--- src/include/ldi_regs.vh ---
/*
 holds register offsets, command codes, field positions, reset values and timing counts of the led driver i2c slave port.
 assumes a 200 MHz ref_clk.
*/
`ifndef LDI_REGS_VH
`define LDI_REGS_VH

`define LDI_CLK_PERIOD_PS       32'd5000
`define LDI_DECODE_TIME_MS      32'd5
`define LDI_DECODE_CYCLES       ((`LDI_DECODE_TIME_MS * 32'd1000000) / (`LDI_CLK_PERIOD_PS / 32'd1000))

`define LDI_FIXED_ADDR_HI       3'b011
`define LDI_COMMON_ADDR         7'h3f

`define LDI_CMD_SECTION_SELECT  8'hfd
`define LDI_SECTION_CONTROL     8'hc0
`define LDI_SECTION_RESET       8'h00

`define LDI_REG_CONFIG          8'h06
`define LDI_REG_SHUTDOWN        8'h09
`define LDI_REG_ADDRESS         8'h0f

`define LDI_CONFIG_RESET        8'h00
`define LDI_SHUTDOWN_RESET      8'h00

`define LDI_CFG_COMMON_BIT      6
`define LDI_SHDN_RUN_BIT        0

`endif

--- src/logic/ldi_sync.v ---
/*
 two-flop synchroniser for a group of pin inputs.
 assumes the inputs are asynchronous to clk.
*/
`timescale 1ns/1ps
module ldi_sync #(
	parameter WIDTH = 1,
	parameter [WIDTH-1:0] INIT = {WIDTH{1'b1}}
)(
	input  wire             clk,
	input  wire             rst,
	input  wire [WIDTH-1:0] din,
	output reg  [WIDTH-1:0] dout
);

reg [WIDTH-1:0] stage1;

always @(posedge clk)
begin
	if (rst)
	begin
		stage1 <= INIT;
		dout   <= INIT;
	end
	else
	begin
		stage1 <= din;
		dout   <= stage1;
	end
end

endmodule

--- src/logic/ldi_addr_strap.v ---
/*
 catches the address strap once after reset release, after the decode delay.
 assumes addr_code is already synchronised and steady.
*/
`timescale 1ns/1ps
`include "ldi_regs.vh"
module ldi_addr_strap #(
	parameter DECODE_CYCLES = `LDI_DECODE_CYCLES
)(
	input  wire       clk,
	input  wire       rst,
	input  wire [2:0] addr_code,
	output reg  [2:0] strap_addr,
	output reg        addr_valid
);

reg [31:0] wait_count;

always @(posedge clk)
begin
	if (rst)
	begin
		wait_count <= 32'h0;
		strap_addr <= 3'h0;
		addr_valid <= 1'b0;
	end
	else if (!addr_valid)
	begin
		if (wait_count >= DECODE_CYCLES - 1)
		begin
			strap_addr <= addr_code;
			addr_valid <= 1'b1;
		end
		else
			wait_count <= wait_count + 32'h1;
	end
end

endmodule

--- src/logic/ldi_i2c_slave.v ---
/*
 i2c slave front end of an led matrix driver: start/stop detection, address match, command pointer,
 register write and read, section select and shutdown state.
 assumes scl and sda pins are open drain with external pull-ups, and that rst is the power-on reset; the low
 hardware reset pin is synchronised and combined with rst inside this module.
*/
`timescale 1ns/1ps
`include "ldi_regs.vh"
module ldi_i2c_slave #(
	parameter DECODE_CYCLES = `LDI_DECODE_CYCLES
)(
	input  wire       ref_clk,
	input  wire       rst,
	input  wire       hardware_reset_n_pin,
	input  wire       scl_in,
	input  wire       sda_in,
	output wire       sda_out,
	output wire       sda_oe,
	input  wire [2:0] addr_code,
	output reg  [7:0] section_select,
	output reg  [7:0] device_configuration,
	output reg  [7:0] shutdown_and_open_short,
	output wire       display_run,
	output wire       hw_shutdown,
	output reg        reg_wr_strobe,
	output reg  [7:0] reg_wr_addr,
	output reg  [7:0] reg_wr_data,
	input  wire [7:0] ext_rd_data
);

////////////////////////////////////////////////////////////////////////////////
localparam ST_IDLE = 3'd0;
localparam ST_ADDR = 3'd1;
localparam ST_WACK = 3'd2;
localparam ST_WBYTE = 3'd3;
localparam ST_RBYTE = 3'd4;
localparam ST_RACK = 3'd5;
localparam ST_IGNORE = 3'd6;

function addr_match;
	input [6:0] addr;
	input [2:0] strap;
	input       common_en;
	begin
		addr_match = (addr == {1'b0, `LDI_FIXED_ADDR_HI, strap}) ||
			(common_en && addr == `LDI_COMMON_ADDR);
	end
endfunction

wire [2:0] pins_s;
wire       scl_s = pins_s[0];
wire       sda_s = pins_s[1];
wire       hardware_reset_n_pin_s = pins_s[2];
wire       core_rst = rst | ~hardware_reset_n_pin_s;
wire [2:0] code_s;
wire [2:0] strap_addr;
wire       addr_valid;

ldi_sync #(.WIDTH(3), .INIT(3'b111)) u_pin_sync
(
	.clk  (ref_clk),
	.rst  (rst),
	.din  ({hardware_reset_n_pin, sda_in, scl_in}),
	.dout (pins_s)
);

ldi_sync #(.WIDTH(3), .INIT(3'b000)) u_code_sync
(
	.clk  (ref_clk),
	.rst  (rst),
	.din  (addr_code),
	.dout (code_s)
);

ldi_addr_strap #(.DECODE_CYCLES(DECODE_CYCLES)) u_strap
(
	.clk        (ref_clk),
	.rst        (core_rst),
	.addr_code  (code_s),
	.strap_addr (strap_addr),
	.addr_valid (addr_valid)
);

////////////////////////////////////////////////////////////////////////////////
reg        scl_d;
reg        sda_d;
wire       scl_rise = scl_s & ~scl_d;
wire       scl_fall = ~scl_s & scl_d;
wire       start_det = scl_s & scl_d & sda_d & ~sda_s;
wire       stop_det = scl_s & scl_d & ~sda_d & sda_s;

reg [2:0]  state;
reg [3:0]  bit_count;
reg [7:0]  shift;
reg        first_byte;
reg [7:0]  pointer;
reg        drive_low;
reg        master_nack;

wire [7:0] rx_byte = {shift[6:0], sda_s};

assign sda_out = 1'b0;
assign sda_oe = drive_low;
assign display_run = shutdown_and_open_short[`LDI_SHDN_RUN_BIT] & ~hw_shutdown;
assign hw_shutdown = ~hardware_reset_n_pin_s;

function [7:0] read_mux;
	input [7:0] ptr;
	input [7:0] section;
	input [7:0] cfg;
	input [7:0] shdn;
	input [2:0] strap;
	input [7:0] ext;
	begin
		if (ptr == `LDI_CMD_SECTION_SELECT)
			read_mux = section;
		else if (section != `LDI_SECTION_CONTROL)
			read_mux = ext;
		else if (ptr == `LDI_REG_CONFIG)
			read_mux = cfg;
		else if (ptr == `LDI_REG_SHUTDOWN)
			read_mux = shdn;
		else if (ptr == `LDI_REG_ADDRESS)
			read_mux = {4'h0, strap, 1'b0};
		else
			read_mux = ext;
	end
endfunction

wire [7:0] rd_byte = read_mux(pointer, section_select, device_configuration,
	shutdown_and_open_short, strap_addr, ext_rd_data);

////////////////////////////////////////////////////////////////////////////////
always @(posedge ref_clk)
begin
	if (core_rst)
	begin
		scl_d <= 1'b1;
		sda_d <= 1'b1;
	end
	else
	begin
		scl_d <= scl_s;
		sda_d <= sda_s;
	end
end

always @(posedge ref_clk)
begin
	if (core_rst)
	begin
		state <= ST_IDLE;
		bit_count <= 4'h0;
		shift <= 8'h00;
		first_byte <= 1'b0;
		pointer <= 8'h00;
		drive_low <= 1'b0;
		master_nack <= 1'b0;
		section_select <= `LDI_SECTION_RESET;
		device_configuration <= `LDI_CONFIG_RESET;
		shutdown_and_open_short <= `LDI_SHUTDOWN_RESET;
		reg_wr_strobe <= 1'b0;
		reg_wr_addr <= 8'h00;
		reg_wr_data <= 8'h00;
	end
	else
	begin
		reg_wr_strobe <= 1'b0;
		if (stop_det)
		begin
			state <= ST_IDLE;
			drive_low <= 1'b0;
		end
		else if (start_det)
		begin
			state <= addr_valid ? ST_ADDR : ST_IGNORE;
			bit_count <= 4'h0;
			drive_low <= 1'b0;
		end
		else
		begin
			case (state)
			ST_IDLE:
				drive_low <= 1'b0;
			ST_ADDR, ST_WBYTE:
			begin
				if (scl_rise)
				begin
					shift <= rx_byte;
					bit_count <= bit_count + 4'h1;
				end
				if (scl_fall && bit_count == 4'd8)
				begin
					bit_count <= 4'h0;
					if (state == ST_ADDR)
					begin
						if (addr_match(shift[7:1], strap_addr,
							device_configuration[`LDI_CFG_COMMON_BIT]))
						begin
							drive_low <= 1'b1;
							first_byte <= ~shift[0];
							state <= shift[0] ? ST_RACK : ST_WACK;
						end
						else
							state <= ST_IGNORE;
					end
					else
					begin
						drive_low <= 1'b1;
						state <= ST_WACK;
						first_byte <= 1'b0;
						if (first_byte)
							pointer <= shift;
						else if (pointer == `LDI_CMD_SECTION_SELECT)
							section_select <= shift;
						else if (section_select == `LDI_SECTION_CONTROL &&
							pointer == `LDI_REG_CONFIG)
							device_configuration <= shift;
						else if (section_select == `LDI_SECTION_CONTROL &&
							pointer == `LDI_REG_SHUTDOWN)
							shutdown_and_open_short <= shift;
						else
						begin
							reg_wr_strobe <= 1'b1;
							reg_wr_addr <= pointer;
							reg_wr_data <= shift;
						end
						if (!first_byte)
							pointer <= pointer + 8'h1;
					end
				end
			end
			ST_WACK:
				if (scl_fall)
				begin
					drive_low <= 1'b0;
					state <= ST_WBYTE;
				end
			ST_RACK:
				if (scl_fall)
				begin
					if (drive_low || !master_nack)
					begin
						shift <= rd_byte;
						drive_low <= ~rd_byte[7];
						pointer <= pointer + 8'h1;
						bit_count <= 4'h1;
						state <= ST_RBYTE;
					end
					else
					begin
						drive_low <= 1'b0;
						state <= ST_IGNORE;
					end
				end
				else if (scl_rise && !drive_low)
					master_nack <= sda_s;
			ST_RBYTE:
				if (scl_fall)
				begin
					if (bit_count == 4'd8)
					begin
						drive_low <= 1'b0;
						master_nack <= 1'b0;
						state <= ST_RACK;
					end
					else
					begin
						drive_low <= ~shift[6];
						shift <= {shift[6:0], 1'b0};
						bit_count <= bit_count + 4'h1;
					end
				end
			ST_IGNORE:
				drive_low <= 1'b0;
			default:
				state <= ST_IDLE;
			endcase
		end
	end
end

endmodule

--- config.mk ---
export PLATFORM = sky130hd
export DESIGN_NAME = ldi_i2c_slave
export DESIGN_NICKNAME = d
export VERILOG_FILES = /design/src/logic/ldi_sync.v /design/src/logic/ldi_addr_strap.v /design/src/logic/ldi_i2c_slave.v
export VERILOG_INCLUDE_DIRS = /design/src /design/src/include
export SDC_FILE = /design/constraint.sdc
export NUM_CORES = 1
export LEC_CHECK = 0
export BUFFER_PORTS_ARGS = -buffer_cell sky130_fd_sc_hd__buf_2
export CAP_MARGIN = 20
export CELL_PAD_IN_SITES_DETAIL_PLACEMENT = 2
export CELL_PAD_IN_SITES_GLOBAL_PLACEMENT = 2
export CORE_MARGIN = 2
export CORE_UTILIZATION = 25
export CTS_BUF_LIST = sky130_fd_sc_hd__clkbuf_4
export CTS_CLUSTER_SIZE = 20
export DETAILED_ROUTE_END_ITERATION = 8
export PLACE_DENSITY = 0.64
export RECOVER_POWER = 25
export SETUP_SLACK_MARGIN = 0.5
export SYNTH_ARGS = -nofsm -noshare
export SYNTH_HDL_FRONTEND = slang
export SYNTH_SLANG_ARGS = --single-unit
export TNS_END_PERCENT = 20
--- constraint.sdc ---
create_clock -name ref_clk -period 2.39 [get_ports ref_clk]
set_input_delay 0.5975 -clock ref_clk [delete_from_list [all_inputs] [get_ports ref_clk]]
set_output_delay 0.5975 -clock ref_clk [all_outputs]
set_load 0.1 [all_outputs]
==> summary.md <==
| Metric | Value |
|---|---|
| Status | completed |
| Post-route cell area | 7230 sq um |
| Cell Area, Placed | 6380 sq um |
| Top FF cell, synth | dfxtp_1 |
| Layout cells sized above 1 | 0.328 |
| Die footprint | roughly 23000 sq um |
| Vias in the first global route | 5842 |
| WS Path Type | reg2reg |
| CTS sink count | 117 |
| Maximum clock frequency | roughly 460 MHz |
| Worst-margin pin slew | 1.17 ns |
| Area delta synth->final | 30.7% |
| DR vias/cell | 5.01 |
| Cell row count | between 50 and 60 |
| Crit path required time | roughly 2.8 ns |
| Worst skew pair latency | 0.55 ns |
| Wirelength, routed | roughly 21 mm |
| CP max stage cell | or4_4 |
| CTS Buf Count | 17 |
| CTS Root Cell | clkbuf_4 |
| I/O pin count | 61 |
| Max-cap violation count | 0 |
| CTS tree | done |
| Grt total ovfl | 0 |
| CP delay by family, top | simple AND/OR/NAND/NOR gates |
| Vias | 5294 |
| Minimum clock period | around 2.2 ns |
| Fin. max-slew vios | 0 |
| Pwr/cell area | roughly 500 nW/um^2 |
| Iter 0 DRT Violations | 215 |
| Detailed Routing Iterations Pass 1 | 4 |
| Setup crit start kind | flop |
| Placer Congestion | 0.851 |
| Setup_tns | 0 ns |
| Peak supply drop | 285 uV |
| Die Width | 153 um |
| Library cells used by synthesis | 69 |
| Height of the die | 153 um |
| Clock buffer depth | 2 |
| Synth Net Count | 678 |
| Post-Layout Cell Count | 1057 |
| RSZ-0062 raised after global routing | yes |
| Synth Register Bits | roughly 120 |
| Antenna violations before repair | 1 |
| First-pass GRT wire length | 32.8 mm |
| Layout Nets | 785 |
| Worst-path clk slew | 0.11 ns |
| Routed WL per cell | about 20 um |
| Syn Std Cell Area | roughly 5500 sq um |
| Hold Path Class | in2reg |
| H-tree levels | 4 |
| Critical Path Max Stage Delay | 0.54 ns |
| Sequential area share after synthesis | 0.423 |
| Final Hold Vio Count | 0 |
| DRC | 0 |
| Slew margin rel. | 0.222 |
| Crit-path cells | or4_4 > a2111oi_4 > o211ai_1 > buf_4 > nor2_4 > xnor2_2 > nor2_1 |
| Detailed Place HPWL | 14.7 mm |
| Post-Synthesis Cells | 656 |
| Post-synth EDFFs | 0 |
| Synth async-reset ratio | 0 |
| Pleak | 2.64 nW |
| CP max FO | 5 |
| Pin count of the biggest net entering global routing | 40 |
| Synth warn | 0 |
| Core area | 21800 sq um |
| # setup viols final | 0 |
| Post-DRT Antenna Nets | 0 |
| # placed instances | 989 |
| Total chip power | ~0.0036 W |
| Starting Density | 0.254 |
| Period utilisation layout | 0.902 |
| GRT Total Usage | 0.178 |
| CP arrival | 2.60 ns |
| Synthesized area per cell | around 8.4 sq um |
| PortBufs | 59 |
| Worst clock skew | 0.0168 ns |
| CP endpoint kind | flop |
| Buf/Inv on CP | 1 |
-- synth_stat cells, types with 3 or more instances --
cell type	n	area share
or3_1	7	0.0079
or2_2	9	0.010
inv_1	13	0.0088
clkbuf_1	34	0.023
nor2b_1	14	0.016
nand4b_1	3	0.0047
nand2_1	68	0.046
a21oi_1	48	0.043
xor2_1	12	0.019
o221ai_1	3	0.0047
a32o_1	5	0.0090
a31oi_1	6	0.0068
nor3_1	9	0.0081
xnor2_1	7	0.011
and2_1	19	0.021
o22ai_1	5	0.0057
o21ai_0	31	0.028
mux2i_1	28	0.051
or4_1	4	0.0054
nand3_1	21	0.019
nand2b_1	10	0.011
nor2_1	75	0.051
o211ai_1	8	0.011
a211oi_1	8	0.011
a41oi_1	3	0.0047
a22oi_1	5	0.0068
and3_1	8	0.0090
nand3b_1	5	0.0068
nand4_1	10	0.011
ha_1	6	0.014
nor3b_1	3	0.0041
o21a_1	3	0.0041
dfxtp_1	117	0.42
-- metal layers --
| metal | vias to the layer above | part of all wire | global-route usage |
|---|---|---|---|
| met5 | - | 0 | 0 |
| met4 | 0 | 0.018 | 0.0560 |
| met3 | 23 | 0.040 | 0.0367 |
| met2 | 93 | 0.50 | 0.309 |
| met1 | 2644 | 0.44 | 0.222 |
| li1 | 2534 | - | - |
-- registers in the layout (all words and copies together), names as in the netlist, 3 cells and up --
register	flops
u_pin_sync.dout	3
device_configuration	8
state	3
pointer	8
u_strap.wait_count	32
u_strap.strap_addr	3
reg_wr_data	8
shutdown_and_open_short	8
u_code_sync.stage1	3
u_pin_sync.stage1	3
bit_count	4
reg_wr_addr	8
shift	8
u_code_sync.dout	3
section_select	8
-- layout by cell type, fill, tap and decap left out, types with 9 or more instances in the layout --
cell / netlist / final
nor2b_1: 14 / 10
buf_4: 2 / 58
and2_0: 0 / 9
dfxtp_1: 117 / 94
a21oi_1: 48 / 42
xor2_1: 12 / 12
nand3_1: 21 / 19
mux2i_1: 28 / 27
nand2b_1: 10 / 9
clkbuf_4: 0 / 19
buf_2: 2 / 56
a211oi_1: 8 / 9
nor3_1: 9 / 9
nand4_1: 10 / 10
nor2_1: 75 / 71
nand2_1: 68 / 58
nand2_2: 0 / 10
o21ai_0: 31 / 27
inv_1: 13 / 9
dfxtp_2: 0 / 19
-- area by class of cell --
| class | count | area (sq um) |
|---|---|---|
| clock buffer | 19 | 143 |
| antenna | 2 | 5.00 |
| sequential | 117 | 2380 |
| clock inverter | 12 | 114 |
| tap | 280 | 350 |
| fill | 2466 | 14500 |
| multi-input combinational | 484 | 3320 |
| timing repair buffer | 130 | 870 |
| inverter | 13 | 51.3 |
-- metrics by stage --
| stage | util | hold WS, ns | setup WS, ns |
|---|---|---|---|
| floorplan | - | 0.389 | 0.203 |
| global placement | 0.293 | 0.395 | 0.180 |
| detailed placement | 0.293 | 0.398 | 0.0499 |
| CTS | 0.322 | 0.172 | 0.211 |
| global route | 0.332 | 0.179 | 0.0934 |
| finish | 0.332 | 0.234 | 0.234 |
-- final timing paths --
check                                                          from                            endpoint  slack, ns  cells after the start
worst max-delay path            u_strap.wait_count[21]$_SDFFE_PP0P_  u_strap.wait_count[3]$_SDFFE_PP0P_       0.23                      7
worst min-delay path                                         sda_in     u_pin_sync.stage1[1]$_SDFF_PP1_       0.23                      2
worst max register to register  u_strap.wait_count[21]$_SDFFE_PP0P_  u_strap.wait_count[3]$_SDFFE_PP0P_       0.23                      7
worst min register to register      u_pin_sync.stage1[1]$_SDFF_PP1_       u_pin_sync.dout[1]$_SDFF_PP1_       0.42                      1
-- cell families (layout without fill, tap and decap cells) --
family                     after synthesis  in the layout  synth area share
AOI/OAI and AO/OA                      152            152             0.182
xor gates and xnor gates                19             19            0.0301
adders and majority gates                6              6            0.0136
buffers and inverters                   55            174            0.0418
DFF                                    117            117             0.423
muxes                                   29             29            0.0527
other                                    1              3          0.000677
and+or+nand+nor                        277            277             0.256
-- power by group --
part,switching [W],internal (W)
clock network,0.000789,0.000618
logic,0.000147,0.0000786
registers,0.0000184,0.00197
-- what timing repair did --
item / in CTS / in global routing
resized for setup: 50 / 48
pin swaps: 29 / 26
cloned: 1 / 0
setup buffers: 22 / 12
hold endpoints to repair: 0 / 0
endpoints found under the setup margin: 129 / 132
hold buffers: 0 / 0
No activity file was read; power rests on OpenSTA's default activity.
